### config.mk
export PLATFORM = sky130hd
export DESIGN_NAME = tpm_table_move
export DESIGN_NICKNAME = d
export VERILOG_FILES = /design/src/tpm_pkg.sv /design/src/tpm_table_move.sv
export SDC_FILE = /design/constraint.sdc
export NUM_CORES = 1
export LEC_CHECK = 0
export ABC_AREA = 1
export BUFFER_PORTS_ARGS = -buffer_cell sky130_fd_sc_hd__buf_2
export CORE_MARGIN = 4
export CORE_UTILIZATION = 45
export CTS_CLUSTER_DIAMETER = 80
export DETAILED_ROUTE_END_ITERATION = 6
export PLACE_DENSITY_LB_ADDON = 0.2
export SYNTH_ARGS = -nofsm -noshare
export SYNTH_HDL_FRONTEND = slang
export SYNTH_SLANG_ARGS = --single-unit
### constraint.sdc
create_clock -name clk -period 3.2 [get_ports clk]
set_input_delay 0.32 -clock clk [delete_from_list [all_inputs] [get_ports clk]]
set_output_delay 0.32 -clock clk [all_outputs]
set_load 0.05 [all_outputs]
### src/tpm_pkg.sv
// Package of constants and carriers for the table pointer move unit
package tpm_pkg;

	// ----------------------------------------
	// Widths
	// ----------------------------------------
	localparam int WORD_W = 16;
	localparam int LEN_W = 8;

	// ----------------------------------------
	// Pointer values
	// ----------------------------------------
	localparam logic [15:0] PTR_ZERO = 16'h0000;
	localparam logic [15:0] PTR_STEP = 16'h0001;
	localparam logic [15:0] PTR_FIRST = 16'h0001;
	localparam logic [15:0] WORD_RST = 16'h0000;

	// ----------------------------------------
	// Operations and states
	// ----------------------------------------
	typedef enum logic {
		OP_BOTTOM_POP_MOVE = 1'b0,
		OP_SOURCE_INTO_TABLE = 1'b1
	} tpm_op_t;

	typedef enum logic [2:0] {
		ST_IDLE = 3'b000,
		ST_RD_PTR = 3'b001,
		ST_RD_DAT = 3'b010,
		ST_WR_DAT = 3'b011,
		ST_WR_PTR = 3'b100
	} tpm_state_t;

	// ----------------------------------------
	// Carriers
	// ----------------------------------------
	typedef struct packed {
		tpm_op_t op;
		logic [7:0] len;
		logic [15:0] base;
		logic [15:0] operand;
	} tpm_req_t;

	typedef struct packed {
		logic we;
		logic [15:0] addr;
		logic [15:0] wdata;
	} tpm_mem_cmd_t;

endpackage

### src/tpm_table_move.sv
// Table pointer move unit: pop-from-bottom and source-into-table
`timescale 1ns/1ps

// Notes on behaviour
// (RL1) Pop copies pointer-selected word to destination, then pointer drops by one.
// (RL2) First table word is the pointer, never data; it names next location.
// (RL3) One transfer per start pulse; sequencer pulses once per scan.
// (RL4) Pop with pointer zero moves nothing and keeps the pointer.
// (RL5) Sequencer supplies table length 0 to ff from stack level one.
// (RL6) Sequencer supplies table start address, the pointer word, from accumulator.
// (RL7) Pop destination address comes from the instruction operand.
// (RL8) Pop raises limit flag when pointer equals zero.
// (RL9) Limit flag clears at scan end or when another flag user runs.
// (RL10) Pop never initialises the pointer; the program writes it.
// (RL11) Pop pointer n selects the n-th word after the pointer word.
// (RL12) Source-into-table writes source to selected word, pointer rises by one.
// (RL13) Source-into-table pointer reaching table length wraps to one.
// (RL14) Source-into-table raises limit flag when pointer equals table length.
// (RL15) Source-into-table moves nothing when pointer exceeds table length.
// (RL16) Source-into-table source address comes from the instruction operand.
// (RL17) Source-into-table pointer starts at zero, restored to one at length.
// (RL18) Source-into-table writes data word number pointer modulo length plus one.
// (RL19) Program should gate with a rising edge pulse for single transfers.
// (RL20) Program should set the pointer start once, by first scan or pulse.
// (RL21) All table, pointer, source and destination words are 16-bit memory words.
// (RL22) Done pulses after the pointer write-back, before the next instruction.
module tpm_table_move (
	// Clock and reset
	input wire logic clk,
	input wire logic nrst,
	input wire logic ce,
	// Sequencer request
	input wire logic start,
	input wire tpm_pkg::tpm_req_t req_in,
	input wire logic scan_end,
	input wire logic flag_use,
	// Sequencer answer
	output logic done,
	output logic busy,
	output logic table_limit_flag,
	// Word memory
	output logic mem_req,
	output tpm_pkg::tpm_mem_cmd_t mem_cmd,
	input wire logic [15:0] mem_rdata,
	input wire logic mem_ack
);

	// ----------------------------------------
	// State
	// ----------------------------------------
	tpm_pkg::tpm_state_t state, next_state;
	tpm_pkg::tpm_req_t req, next_req;
	logic [15:0] ptr, next_ptr;
	logic [15:0] new_ptr, next_new_ptr;
	logic [15:0] data, next_data;
	logic next_mem_req;
	tpm_pkg::tpm_mem_cmd_t next_mem_cmd;
	logic next_done;
	logic next_busy;
	logic next_flag;
	logic flag_set;
	logic flag_clr;
	logic [15:0] len_w;
	logic [15:0] fill_slot;

	assign len_w = {8'h00, req.len};
	// Slot for source-into-table: pointer modulo length plus one
	assign fill_slot = (ptr == len_w) ? tpm_pkg::PTR_FIRST : ptr + tpm_pkg::PTR_STEP; // RL18

	// ----------------------------------------
	// Next values
	// ----------------------------------------
	always_comb begin
		next_state = state;
		next_req = req;
		next_ptr = ptr;
		next_new_ptr = new_ptr;
		next_data = data;
		next_mem_req = mem_req;
		next_mem_cmd = mem_cmd;
		next_done = 1'b0;
		flag_set = 1'b0;
		flag_clr = scan_end | flag_use; // RL9
		case (state)
			tpm_pkg::ST_IDLE: begin
				if (start) begin // RL3
					next_req = req_in;
					flag_clr = 1'b1; // RL9
					next_mem_req = 1'b1;
					next_mem_cmd = '{we: 1'b0, addr: req_in.base, wdata: tpm_pkg::WORD_RST}; // RL2
					next_state = tpm_pkg::ST_RD_PTR;
				end
			end
			tpm_pkg::ST_RD_PTR: begin
				if (mem_ack) begin
					next_ptr = mem_rdata;
					next_mem_req = 1'b0;
					if (req.op == tpm_pkg::OP_BOTTOM_POP_MOVE) begin
						if (mem_rdata == tpm_pkg::PTR_ZERO) begin
							flag_set = 1'b1; // RL8
							next_done = 1'b1; // RL4
							next_state = tpm_pkg::ST_IDLE;
						end else begin
							next_new_ptr = mem_rdata - tpm_pkg::PTR_STEP; // RL1
							flag_set = (mem_rdata == tpm_pkg::PTR_STEP); // RL8
							next_mem_req = 1'b1;
							next_mem_cmd.we = 1'b0;
							next_mem_cmd.addr = req.base + mem_rdata; // RL11
							next_state = tpm_pkg::ST_RD_DAT;
						end
					end else begin
						if (mem_rdata > len_w) begin
							next_done = 1'b1; // RL15
							next_state = tpm_pkg::ST_IDLE;
						end else begin
							if (mem_rdata == len_w) begin
								next_new_ptr = tpm_pkg::PTR_FIRST; // RL13 RL17
							end else begin
								next_new_ptr = mem_rdata + tpm_pkg::PTR_STEP; // RL12
							end
							flag_set = (mem_rdata + tpm_pkg::PTR_STEP == len_w); // RL14
							next_mem_req = 1'b1;
							next_mem_cmd.we = 1'b0;
							next_mem_cmd.addr = req.operand; // RL16
							next_state = tpm_pkg::ST_RD_DAT;
						end
					end
				end
			end
			tpm_pkg::ST_RD_DAT: begin
				if (mem_ack) begin
					next_data = mem_rdata; // RL21
					next_mem_cmd.we = 1'b1;
					next_mem_cmd.wdata = mem_rdata;
					if (req.op == tpm_pkg::OP_BOTTOM_POP_MOVE) begin
						next_mem_cmd.addr = req.operand; // RL7
					end else begin
						next_mem_cmd.addr = req.base + fill_slot; // RL18
					end
					next_state = tpm_pkg::ST_WR_DAT;
				end
			end
			tpm_pkg::ST_WR_DAT: begin
				if (mem_ack) begin
					next_mem_cmd.we = 1'b1;
					next_mem_cmd.addr = req.base; // RL2
					next_mem_cmd.wdata = new_ptr; // RL1 RL12
					next_state = tpm_pkg::ST_WR_PTR;
				end
			end
			tpm_pkg::ST_WR_PTR: begin
				if (mem_ack) begin
					next_mem_req = 1'b0;
					next_mem_cmd.we = 1'b0;
					next_done = 1'b1; // RL22
					next_state = tpm_pkg::ST_IDLE;
				end
			end
			default: begin
				next_mem_req = 1'b0;
				next_state = tpm_pkg::ST_IDLE;
			end
		endcase
		next_busy = (next_state != tpm_pkg::ST_IDLE);
		// Set wins over clear
		if (flag_set) begin
			next_flag = 1'b1; // RL8 RL14
		end else if (flag_clr) begin
			next_flag = 1'b0; // RL9
		end else begin
			next_flag = table_limit_flag;
		end
	end

	// ----------------------------------------
	// Registers
	// ----------------------------------------
	always_ff @(posedge clk or negedge nrst) begin
		if (!nrst) begin
			state <= tpm_pkg::ST_IDLE;
			req <= '0;
			ptr <= tpm_pkg::WORD_RST;
			new_ptr <= tpm_pkg::WORD_RST;
			data <= tpm_pkg::WORD_RST;
			mem_req <= 1'b0;
			mem_cmd <= '0;
			done <= 1'b0;
			busy <= 1'b0;
			table_limit_flag <= 1'b0;
		end else if (ce) begin
			state <= next_state;
			req <= next_req;
			ptr <= next_ptr;
			new_ptr <= next_new_ptr;
			data <= next_data;
			mem_req <= next_mem_req;
			mem_cmd <= next_mem_cmd;
			done <= next_done;
			busy <= next_busy;
			table_limit_flag <= next_flag;
		end
	end
endmodule

== Word-level counts from Yosys, hierarchy flattened ==
Index checks and enable logic that the tools add are counted.
Word-level totals
  output and inout port bits: 37
  logic and storage cells: 102
  flip-flop bits (word level): 113
  input port bits: 64
Operators by class
  eq/ne operators: 17
  reductions and logical operators: 16
  mux-type cells: 47
  magnitude comparators: 1
  add/sub/neg operators: 5
  bitwise logic cells: 2
Operator list (number)
  $mux 33: 3
  $mux 16: 6
  $mux 17: 4
  $pmux 16 s4: 1
  $eq 16x8->1: 3
  $pmux 16 s3: 1
  $add 16x1->16 const B: 2
  $add 16x16->16: 2
  $mux 1: 20
  $mux 3: 6
  $eq 16x1->1 const B: 1
  $gt 16x8->1: 1
  $logic_not 16->1: 1
  $sub 16x1->16 const B: 1
  $pmux 3 s5: 1
  $reduce_and 5->1: 3
  $ne 2x2->1 const B: 7
  $reduce_and 9->1: 1
  $reduce_and 8->1: 1
  $eq 3x2->1 const B: 2
  $ne 3x3->1 const B: 2
  $reduce_and 3->1: 2
  $reduce_bool 3->1: 2
  $pmux 1 s5: 1
  13 further kinds: 14

== Depth between registers and ports, before layout ==
Gate-level depths: netlist of run 1.
  word-level depth: 8
  depth in mapped cells: 23
  depth with buffers taken out: 23

== Least setup slack after synthesis of run 1 ==
OpenSTA, ideal clock, no wires.
  kind: reg-to-reg
  start point: register req (netlist bit len_w[7])
  end point: register mem_cmd[28] (netlist bit)
  cell stages (with the launch flop): 19
  path buffers: 0
  data arrival time: 2.660 ns
  period minus slack after synthesis: 2.778 ns
  path slack: 0.422 ns
  required time: 3.083 ns
  cells stage by stage: dfrtp_1 inv_1 nor2_1 nor4_1 nand4_1 nor2_1 inv_1 nand2_1 ha_1 inv_1 fa_1 o21ai_0 nand4_1 nand4_1 nand3_1 nand2_1 nand3_1 nand2_1 nand2_1
Between the ends
  word-level cells in the longest chain between the ends: 6
  elaborated cells between the ends (all ways): 9
  those cells by class: 1 x add/sub; 1 x order compare; 2 x eq/ne; 4 x mux; 1 x reduce/logical
RTL lines
  start, declared: RTL line tpm_table_move.sv:52  | tpm_pkg::tpm_req_t req, next_req;
  start signal, assigned: RTL line tpm_table_move.sv:192  | req <= next_req;
  $eq 16x8->1: RTL line tpm_table_move.sv:68  | assign fill_slot = (ptr == len_w) ? tpm_pkg::PTR_FIRST : ptr + tpm_pkg::PTR_STEP;
  $mux 16: RTL line tpm_table_move.sv:68
  $add 16x16->16: RTL line tpm_table_move.sv:138  | next_mem_cmd.addr = req.base + fill_slot;
  $mux 16: RTL line tpm_table_move.sv:135  | if (req.op == tpm_pkg::OP_BOTTOM_POP_MOVE) begin
  $mux 33: RTL line tpm_table_move.sv:131  | if (mem_ack) begin
  $pmux 16 s4: RTL line tpm_table_move.sv:84  | case (state)
  end signal, assigned: RTL line tpm_table_move.sv:197  | mem_cmd <= next_mem_cmd;
  end, declared: RTL line tpm_table_move.sv:43  | output tpm_pkg::tpm_mem_cmd_t mem_cmd,
Parallel ways exist; a longest one is shown, timed or not. The select of a mux whose other input is x is not followed.
A chain may end at the register's enable or synchronous reset.

== Final worst setup path of run 1 ==
  start point: register ptr[0]
  end point: register mem_cmd[31] (netlist bit)
Between the ends
  word-level cells in the longest chain between the ends: 6
  elaborated cells between the ends (all ways): 7
  those cells by class: 2 x add/sub; 1 x eq/ne; 4 x mux
RTL lines
  start, declared: RTL line tpm_table_move.sv:53  | logic [15:0] ptr, next_ptr;
  start signal, assigned: RTL line tpm_table_move.sv:182  | ptr <= tpm_pkg::WORD_RST;
  start signal, assigned: RTL line tpm_table_move.sv:193  | ptr <= next_ptr;
  $add 16x1->16 / $eq 16x8->1 (equally long branches): RTL line tpm_table_move.sv:68
  $mux 16 *: RTL line tpm_table_move.sv:68
  $add 16x16->16 *: RTL line tpm_table_move.sv:138
  $mux 16 *: RTL line tpm_table_move.sv:135
  $mux 33 *: RTL line tpm_table_move.sv:131
  $pmux 16 s4 *: RTL line tpm_table_move.sv:84
Mark *: on every way between the ends. The rest lies on a longest branch, timed or not. The select of a mux whose other input is x is not followed.

==> flow_metrics.tcl, run 1 <==
set metrics [dict create \
    run_status "finished with violations" \
    violations "design-rule violations, negative hold slack" \
    netlist_top_cells_area "sky130_fd_sc_hd__dfrtp_1, sky130_fd_sc_hd__nand2_1, sky130_fd_sc_hd__a21oi_1" \
    die_w_um 146 \
    pre_cts_slack_ns 0.0963 \
    gr-usage-all-layers_pct 24.0 \
    finalNonFillerCells 1605 \
    setup.worst_path.class "flip-flop to flip-flop" \
    crit_path_max_fanout 5 \
    critical_path.startpoint_type "flip-flop" \
    pin_count 101 \
    ys.warnings.count 0 \
    pwr-share-clk_pct 17.7 \
    netlist_instances 1256 \
    die_height_um 146 \
    core_area_um2 18600 \
    dp.final_hpwl_mm 18.8 \
    cp.required_ns 3.52 \
    cts.clk_slew.worst_paths_ns 0.06 \
    antennaDiodeCount 0 \
    final_area_um2 10100 \
    floorplan.rows 50 \
    period_share_pct 95.2 \
    post_synth.cell_area_avg_um2 6.79 \
    layout.cells.most_common "sky130_fd_sc_hd__nand2_1" \
    setup_violations 0 \
    power_density_nw_per_um2 1130 \
    drv_cap 0 \
    clock-skew-final_ns 0.0121 \
    drt_drc_violations_left 2 \
    drt_first_pass_iters 7 \
    via_count_of_the_first_global_routing_pass 8226 \
    tritoncts_num_sinks 113 \
    port_buffers 100 \
    p_r_area_growth_vs_syn_pct 18.0 \
    sequential_cell_fraction_of_total_power_pct 23.3 \
    layout-drive-gt1-share_pct 17.6 \
    start_util_pct 45.7 \
    grt_overflow 0 \
    synth_nets 1364 \
    max_slew.worst_pin.slew_ns 0.793 \
    swShare_pct 50.8 \
    regArea_um2 2830 \
    grt_first_pass_wirelength_mm 41.4 \
    fillCellCount 1904 \
    total_area_of_multi_input_combinational_cells_um2 5030 \
    endpoint_kind "flip-flop" \
    achievable-frequency_mhz 328 \
    final_max_slew_viol_count 0 \
    max-slew-margin-rel_pct 47.0 \
    finalPower_uw 11400 \
    dr.first_iter.drc_count 598 \
    yosysSeqAreaShare_pct 33.2 \
    grt_start_max_net_pins 114 \
    clock_tree.root_cell "sky130_fd_sc_hd__clkbuf_16" \
    h_tree_levels 4 \
    skew_pair_late_insertion_delay_ns 0.43 \
    antenna_found_initial 0 \
    minimum_setup_slack_in_the_final_design_ns 0.152 \
    static-leakage-power_uw 0.00525 \
    dpl.cell_count 1565 \
    final_nets 1466 \
    ys_seq_elements 113 \
    route.vias.total 8562 \
    ir_drop_worst_case_vdd_mv 0.601 \
    layout.core_utilization_pct 54.0 \
    yosys_cell_types 52 \
    post_drt_wl_per_cell_um 15.7 \
    synth_largest_type_area_fraction_pct 33.2 \
    final.min_clock_period_ns 3.05 \
    vias_per_cell 5.33 \
    die_area_um2 21200 \
    p_sw_uw 5800 \
    clock_buffer_count_from_cts 17 \
    worst_hold_path_type "primary input to asynchronous set/reset pin" \
    placed_area_um2 9240 \
    synthesis.area_um2 8530 \
    gp_routability_congestion 0.923 \
    antenna_violating_nets_post_route 0 \
    clock_tree_from_tritoncts "built" \
    cp.arrival_ns 3.36 \
    grt_setup_unrepaired "true" \
    clockBufferDepth 2 \
    most-common-layout-cells "sky130_fd_sc_hd__nand2_1, sky130_fd_sc_hd__inv_1, sky130_fd_sc_hd__nor2_1" \
    synth_top_area_cell "sky130_fd_sc_hd__dfrtp_1" \
    hold-worst-slack_ns -0.0389 \
    routed_wirelength_mm 25.2 \
    timing.final.hold_violations 22 \
    share_comb_of_total_power_pct 59.0 \
    internal_portion_of_total_power_uw 5620 \
]
## registers in the layout (all words and copies together), names as in the netlist
register and cells:
req 33, mem_req 1, ptr 16, done 1, new_ptr 16, mem_cmd 33, busy 1, state 3
table_limit_flag 1, len_w 8
## area by class of cell
type / instances / share of cell area (%)
Multi-Input combinational cell: 941 / 50.0
Sequential cell: 113 / 28.1
Timing Repair Buffer: 122 / 6.76
Inverter: 163 / 6.09
Clock buffer: 20 / 4.64
Tap cell: 234 / 2.91
Clock inverter: 12 / 1.55
## final timing paths
path	start	to	slack [ns]	cells after the start
worst max-delay path	ptr[0]	mem_cmd[31]	0.15	20
worst min-delay path	nrst	mem_cmd[14]	-0.04	2
worst max register to register	ptr[0]	mem_cmd[31]	0.15	20
worst min register to register	mem_cmd[19]	mem_cmd[19]	0.48	2
max in group asynchronous	nrst	req[40]	2.75	2
min in group clk	req_in[32]	len_w[0]	0.12	2
## power by group through the flow
stage	Clock, µW	Combinational, µW	Sequential, µW
6_report	2020	6740	2670
5_1_grt	2120	7520	2760
4_1_cts	2040	6440	2660
3_5_place_dp	0	6380	2680
3_3_place_gp	0	6310	2660
2_1_floorplan	0	4120	3310
## cell families (layout without fill, tap and decap cells)
group	after synthesis	after routing	share of synthesized area [%]
xor gates and xnor gates	16	16	1.64
AOI/OAI and AO/OA	253	253	16.3
buffers and inverters	202	317	9.51
DFF	113	113	33.2
and+or+nand+nor	617	617	31.3
adders and majority gates	44	44	6.63
muxes	11	11	1.44
## worst max-delay path, stage by stage (launching register included)
cell and delay, ns:
sky130_fd_sc_hd__dfrtp_1 0.43, sky130_fd_sc_hd__ha_2 0.24, sky130_fd_sc_hd__nand2_2 0.07, sky130_fd_sc_hd__nor2_4 0.12
sky130_fd_sc_hd__inv_2 0.05, sky130_fd_sc_hd__nor3_4 0.24, sky130_fd_sc_hd__nand4_1 0.19, sky130_fd_sc_hd__buf_4 0.19
sky130_fd_sc_hd__nor3_4 0.11, sky130_fd_sc_hd__nor3_2 0.07, sky130_fd_sc_hd__ha_1 0.33, sky130_fd_sc_hd__nand2_2 0.08
sky130_fd_sc_hd__buf_4 0.15, sky130_fd_sc_hd__nor3_4 0.19, sky130_fd_sc_hd__a21oi_2 0.08, sky130_fd_sc_hd__nand3_1 0.08
sky130_fd_sc_hd__nand3_1 0.07, sky130_fd_sc_hd__nand2_1 0.09, sky130_fd_sc_hd__nand2_1 0.05, sky130_fd_sc_hd__nand2_1 0.05
sky130_fd_sc_hd__nand2_1 0.04
## metal layers
metal  up-vias  routed length (µm)  share of wire (%)  GRT usage (%)
li1       4322                   -                  -              -
met1      3944               11900                 47           33.0
met2       248               11300                 45           38.2
met3        48                1360                5.4           4.39
met4         0                 631                2.5           8.55
met5         -                   0                  0              0
## synth_stat cells (all sizes together)
cell type,count
a211oi,2
a21oi,127
a22o,1
a22oi,14
a31o,1
a31oi,5
and2,1
buf,20
clkbuf,19
clkinv,1
dfrtp,113
fa,2
ha,42
inv,162
mux2,10
mux2i,1
nand2,343
nand3,80
nand3b,4
nand4,23
nor2,144
nor3,12
nor4,3
o2111a,1
o211ai,8
o21a,5
o21ai,82
o21bai,1
o221ai,1
o22ai,4
o31ai,1
or2,7
xnor2,6
xor2,10
## what timing repair did
action	in CTS	in global routing
setup buffers	0	8
resized for setup	0	38
endpoints found under the setup margin	0	13
hold buffers	0	0
## stage by stage
step	hold slack (ns)	setup TNS (ns)
final	-0.0389	0
after global routing	0.0320	-0.776
after CTS	0.0108	0
after detailed placement	0.463	0
after global placement	0.463	0
after floorplan	0.0244	0
Power figures use the tool's default switching activity.
==> inputs of run 2 (changes only) <==
CELL_PAD_IN_SITES_DETAIL_PLACEMENT = 1   (was unset)
CELL_PAD_IN_SITES_GLOBAL_PLACEMENT = 1   (was unset)
CORE_UTILIZATION = 43   (was 45)
==> run 2 against run 1 <==
The run now ends clean. Power increased by 8.0%. Die area increased by 4.4%. Setup slack got worse by 0.070 ns. Clock-buffer cell count decreased by 1. Routed wire length increased by 19%. Register-to-register slack got worse by 0.07 ns. Clock skew decreased by 0.0047 ns. Via count increased by 4.8%. Global-route usage increased by 2.8 points. Critical path type unchanged. Largest power group unchanged.
==> flow_metrics.tcl, run 2 (synthesis gave the netlist of run 1 again) <==
set metrics [dict create \
    fillCellCount 2569 \
    pwr-share-clk_pct 16.0 \
    p_r_area_growth_vs_syn_pct 22.0 \
    cp.required_ns 3.51 \
    drt_first_pass_iters 5 \
    tritoncts_num_sinks 113 \
    critical_path.startpoint_type "flip-flop" \
    hold-worst-slack_ns 0.126 \
    antennaDiodeCount 0 \
    antenna_violating_nets_post_route 0 \
    share_comb_of_total_power_pct 62.0 \
    cts.clk_slew.worst_paths_ns 0.06 \
    final_max_slew_viol_count 0 \
    vias_per_cell 5.44 \
    start_util_pct 43.8 \
    layout.core_utilization_pct 53.5 \
    port_buffers 100 \
    p_sw_uw 6410 \
    endpoint_kind "flip-flop" \
    via_count_of_the_first_global_routing_pass 9206 \
    grt_setup_unrepaired "true" \
    internal_portion_of_total_power_uw 5930 \
    achievable-frequency_mhz 321 \
    pin_count 101 \
    post_drt_wl_per_cell_um 18.1 \
    crit_chain "buf_4 -> xnor2_1 -> nand4_1 -> nor2_2 -> inv_2 -> o21ai_1 -> a21oi_1 -> ha_1 -> nand3_1 -> nand3_2 -> nand2_1 -> nand2_2 -> nand2_1 -> nand2_1 -> nand2_1 -> nand3_1 -> a21oi_1 -> nand2_1 -> nand2_1 -> nand2_1" \
    cpMaxStageDelayCell "sky130_fd_sc_hd__dfrtp_1" \
    clock_tree_from_tritoncts "built" \
    clockBufferDepth 2 \
    skew_pair_late_insertion_delay_ns 0.42 \
    ir_drop_worst_case_vdd_mv 0.581 \
    setup_violations 0 \
    die_w_um 149 \
    worst_hold_path_type "primary input to flip-flop" \
    clock_buffer_count_from_cts 17 \
    max_slew.worst_pin.slew_ns 0.725 \
    drt_drc_violations_left 0 \
    max-slew-margin-rel_pct 51.5 \
    antenna_found_initial 0 \
    sequential_cell_fraction_of_total_power_pct 22.1 \
    die_height_um 149 \
    critical-path-top-delay-family "simple AND/OR/NAND/NOR gates" \
    grt_overflow 0 \
    routed_wirelength_mm 29.9 \
    route.vias.total 8975 \
    worst_path_most_repeated_cell "sky130_fd_sc_hd__nand2_1" \
    clock-skew-final_ns 0.00738 \
    gr-usage-all-layers_pct 26.8 \
    most-common-layout-cells "sky130_fd_sc_hd__nand2_1, sky130_fd_sc_hd__inv_1, sky130_fd_sc_hd__nor2_1" \
    cp_bufs_invs 2 \
    dr.first_iter.drc_count 540 \
    drv_cap 0 \
    dp.final_hpwl_mm 22.2 \
    layout-drive-gt1-share_pct 21.4 \
    final.min_clock_period_ns 3.12 \
    floorplan.rows 51 \
    layout.cells.most_common "sky130_fd_sc_hd__nand2_1" \
    top_regs "mem_cmd (33), req (33)" \
    final_nets 1481 \
    cp_slowest_stage_delay_ns 0.41 \
    timing.final.hold_violations 0 \
    static-leakage-power_uw 0.00534 \
    power_density_nw_per_um2 1190 \
    gp_routability_congestion 0.910 \
    setup.worst_path.class "flip-flop to flip-flop" \
    period_share_pct 97.4 \
    grt_start_max_net_pins 52 \
    swShare_pct 51.9 \
    grt_first_pass_wirelength_mm 47.4 \
    die_area_um2 22100 \
    run_status "completed" \
    crit_path_max_fanout 5 \
    core_area_um2 19500 \
    cp.arrival_ns 3.43 \
    h_tree_levels 4 \
    clock_tree.root_cell "sky130_fd_sc_hd__clkbuf_16" \
]
## run 2: changes by cell type in the layout (fill, tap and decap cells not counted), moves of 6 or more
| cell | delta |
|---|---|
| sky130_fd_sc_hd__nand3_1 | -6 |
| sky130_fd_sc_hd__buf_4 | +12 |
| sky130_fd_sc_hd__ha_1 | -6 |
| sky130_fd_sc_hd__nand2_2 | +10 |
| sky130_fd_sc_hd__nand2_1 | -13 |
## run 2: worst register-to-register path: stages, from the launching register on
cell	delay, ns
sky130_fd_sc_hd__dfrtp_1	0.41
sky130_fd_sc_hd__buf_4	0.15
sky130_fd_sc_hd__xnor2_1	0.25
sky130_fd_sc_hd__nand4_1	0.21
sky130_fd_sc_hd__nor2_2	0.19
sky130_fd_sc_hd__inv_2	0.09
sky130_fd_sc_hd__o21ai_1	0.08
sky130_fd_sc_hd__a21oi_1	0.08
sky130_fd_sc_hd__ha_1	0.41
sky130_fd_sc_hd__nand3_1	0.15
sky130_fd_sc_hd__nand3_2	0.12
sky130_fd_sc_hd__nand2_1	0.13
sky130_fd_sc_hd__nand2_2	0.10
sky130_fd_sc_hd__nand2_1	0.11
sky130_fd_sc_hd__nand2_1	0.07
sky130_fd_sc_hd__nand2_1	0.06
sky130_fd_sc_hd__nand3_1	0.08
sky130_fd_sc_hd__a21oi_1	0.17
sky130_fd_sc_hd__nand2_1	0.06
sky130_fd_sc_hd__nand2_1	0.06
sky130_fd_sc_hd__nand2_1	0.05
## run 2: repair_timing
action / in CTS / in global routing
hold buffers: 1 / 0
buffers inserted: 0 / 16
endpoints found under the hold margin: 32 / 0
pin swaps: 0 / 55
endpoints found under the setup margin: 3 / 12
resized for setup: 2 / 96
## run 2: final timing paths
check	startpoint	endpoint	slack [ns]	cells after the start
max	ptr[1]	mem_cmd[25]	0.08	20
min	req_in[19]	req[19]	0.13	2
max reg2reg	ptr[1]	mem_cmd[25]	0.08	20
min reg2reg	mem_cmd[19]	mem_cmd[19]	0.48	2
max in group asynchronous	nrst	mem_cmd[16]	2.01	3
min in group asynchronous	nrst	mem_cmd[13]	0.41	2
## run 2: metal layers
| metal | routed length [µm] | vias to the layer above | track usage [%] |
|---|---|---|---|
| met2 | 14800 | 223 | 45.1 |
| met4 | 627 | 0 | 8.56 |
| met5 | 0 | - | 0 |
| met3 | 1320 | 49 | 3.71 |
| li1 | - | 4359 | - |
| met1 | 13200 | 4344 | 35.9 |
## run 2: per-stage QoR
step	instances	setup TNS, ns	cell area (µm²)	setup slack, ns	total power (µW)
floorplan	1256	0	8530	0.422	7430
global placement	1602	0	9330	0.152	9100
detailed placement	1602	0	9330	0.0163	9320
CTS	1635	0	9930	0.0263	11400
global route	1651	-0.575	10400	-0.0984	13300
finish	1651	0	10400	0.0827	12300
## run 2: cell type report
type / instances / area, µm² / share of cell area (%)
repair buffers: 137 / 803 / 7.72
well taps: 265 / 332 / 3.19
multi-input cells: 941 / 5230 / 50.3
clock inverters: 13 / 163 / 1.56
flip-flops and latches: 113 / 2830 / 27.2
inverters: 163 / 613 / 5.89
clock buffers: 19 / 433 / 4.16
## run 2: power by group through the flow
stage	clock network [µW]	registers, µW	logic [µW]
final	1970	2720	7650
after global routing	2070	2810	8440
after CTS	2000	2700	6710
after detailed placement	0	2720	6600
after global placement	0	2680	6420
after floorplan	0	3310	4120
==> inputs of run 3 (changes only) <==
CORE_UTILIZATION = 46   (was 43)
RECOVER_POWER = 50   (was unset)
clock period = 3.98 ns   (was 3.2 ns; I/O delays follow)
==> run 3 against run 2 <==
Sequential share of layout area increased by 1.9 points. Via count is 0.89% lower. Sequential cell count did not move. Register-to-register slack improved by 0.19 ns. Routed wire length fell by 2.4%. The flow now finishes with violations (max-capacitance violations, max-slew violations). Maximum frequency down 16%. Clock power decreased by 24%. Hold slack improved by 0.068 ns.
==> flow_metrics.tcl, run 3 (synthesis gave the netlist of run 1 again) <==
set metrics [dict create \
    ir_drop_worst_case_vdd_mv 0.593 \
    dp.final_hpwl_mm 21.8 \
    post_cts_hold_buffer_count 0 \
    drt_drc_violations_left 0 \
    fillCellCount 2434 \
    cp.required_ns 4.30 \
    cts.clk_slew.worst_paths_ns 0.06 \
    grt_overflow 0 \
    tritoncts_num_sinks 113 \
    static-leakage-power_uw 0.00506 \
    grt_first_pass_wirelength_mm 47.3 \
    floorplan.rows 49 \
    violations "max-capacitance violations, max-slew violations" \
    cts-resized-gates 0 \
    achievable-frequency_mhz 270 \
    drt_first_pass_iters 5 \
    h_tree_levels 4 \
    finalNonFillerCells 1586 \
    drv_cap 1 \
    period_share_pct 93.2 \
    critical_path.startpoint_type "flip-flop" \
    pin_count 101 \
    final.min_clock_period_ns 3.71 \
    route.vias.total 8895 \
    max_slew.worst_pin.slew_ns 1.72 \
    grt_start_max_net_pins 66 \
    die_area_um2 20800 \
    placed_area_um2 9190 \
    dpl.cell_count 1554 \
    die_w_um 144 \
    die_height_um 144 \
    skew_pair_late_insertion_delay_ns 0.43 \
    via_count_of_the_first_global_routing_pass 9271 \
    final_area_um2 9720 \
    grt_setup_unrepaired "false" \
    routed_wirelength_mm 29.2 \
    clock_buffer_count_from_cts 17 \
    endpoint_kind "flip-flop" \
    gp_routability_congestion 0.910 \
    start_util_pct 47.1 \
    top_regs "mem_cmd (33), req (33)" \
    clock_tree_from_tritoncts "built" \
    timing.final.hold_violations 0 \
    antenna_violating_nets_post_route 0 \
    p_r_area_growth_vs_syn_pct 14.0 \
    hold-worst-slack_ns 0.194 \
    setup.worst_path.class "flip-flop to flip-flop" \
    clock_tree.root_cell "sky130_fd_sc_hd__clkbuf_16" \
    number_of_buffers_inserted_by_post_cts_setup_repair 0 \
    layout-drive-gt1-share_pct 13.1 \
    clockBufferDepth 2 \
    antennaDiodeCount 0 \
    dr.first_iter.drc_count 488 \
    setup_violations 0 \
    post_drt_wl_per_cell_um 18.4 \
    power_density_nw_per_um2 929 \
    layout.cells.most_common "sky130_fd_sc_hd__nand2_1" \
    final.setup.tns_ns 0 \
    gr-usage-all-layers_pct 29.0 \
    port_buffers 100 \
    worst_hold_path_type "primary input to flip-flop" \
    max-slew-margin-rel_pct -14.6 \
    core_area_um2 18100 \
    final_nets 1452 \
    run_status "finished with violations" \
    antenna_found_initial 0 \
    crit_path_max_fanout 8 \
    cp.arrival_ns 4.03 \
    layout.core_utilization_pct 53.8 \
    vias_per_cell 5.61 \
    final_max_slew_viol_count 66 \
    most-common-layout-cells "sky130_fd_sc_hd__nand2_1, sky130_fd_sc_hd__inv_1, sky130_fd_sc_hd__nor2_1" \
    clock-skew-final_ns 0.00951 \
]
run 3: area by class of cell:
class                      count  area [µm²]  area share (%)
inverter                     163         613            6.30
timing repair buffer         108         536            5.51
sequential                   113        2830            29.1
tap                          229         287            2.95
clock buffer                  18         439            4.52
multi-input combinational    941        4890            50.3
clock inverter                14         134            1.38
run 3: critical path, cell delays in order, from the launching register on:
cell and delay (ns):
sky130_fd_sc_hd__dfrtp_1 0.44, sky130_fd_sc_hd__or2_0 0.23, sky130_fd_sc_hd__a21oi_1 0.14, sky130_fd_sc_hd__nand4_1 0.11
sky130_fd_sc_hd__nor2_1 0.37, sky130_fd_sc_hd__inv_1 0.26, sky130_fd_sc_hd__nand2_1 0.17, sky130_fd_sc_hd__ha_1 0.19
sky130_fd_sc_hd__inv_1 0.06, sky130_fd_sc_hd__fa_1 0.42, sky130_fd_sc_hd__o21ai_0 0.46, sky130_fd_sc_hd__nand4_1 0.25
sky130_fd_sc_hd__nand4_1 0.14, sky130_fd_sc_hd__nand3_1 0.09, sky130_fd_sc_hd__nand2_1 0.09, sky130_fd_sc_hd__nand3_1 0.07
sky130_fd_sc_hd__nand2_1 0.06, sky130_fd_sc_hd__nand2_1 0.05
run 3: worst paths after layout:
| path | cells past startpoint | to | slack, ns | from |
|---|---|---|---|---|
| setup reg to reg | 17 | mem_cmd[28] | 0.27 | ptr[5] |
| hold / removal | 2 | req[3] | 0.19 | req_in[3] |
| max in group asynchronous | 2 | mem_cmd[22] | 1.51 | nrst |
| hold reg to reg | 2 | mem_cmd[19] | 0.48 | mem_cmd[19] |
| setup / recovery | 17 | mem_cmd[28] | 0.27 | ptr[5] |
| min in group asynchronous | 1 | mem_cmd[12] | 0.41 | nrst |
run 3: stage by stage:
stage	total power (µW)	worst slack, ns
after floorplan	5970	1.20
after global placement	7220	0.626
after detailed placement	7420	0.514
after CTS	9050	0.409
after global routing	9790	0.0237
final	9030	0.271
run 3: per-layer routing:
metal / up-vias / GRT usage (%) / wire, µm
met5: - / 0 / 0
met3: 72 / 4.07 / 1110
met1: 4324 / 37.8 / 13100
met4: 0 / 11.4 / 908
met2: 218 / 48.9 / 14100
li1: 4281 / - / -
run 3: power breakdown:
part / total, µW / switching [µW] / leakage, µW / internal, µW
clock network: 1500 / 625 / 0.000265 / 879
logic: 5350 / 3710 / 0.00345 / 1640
registers: 2180 / 482 / 0.00135 / 1700
total: 9030 / 4820 / 0.00506 / 4210
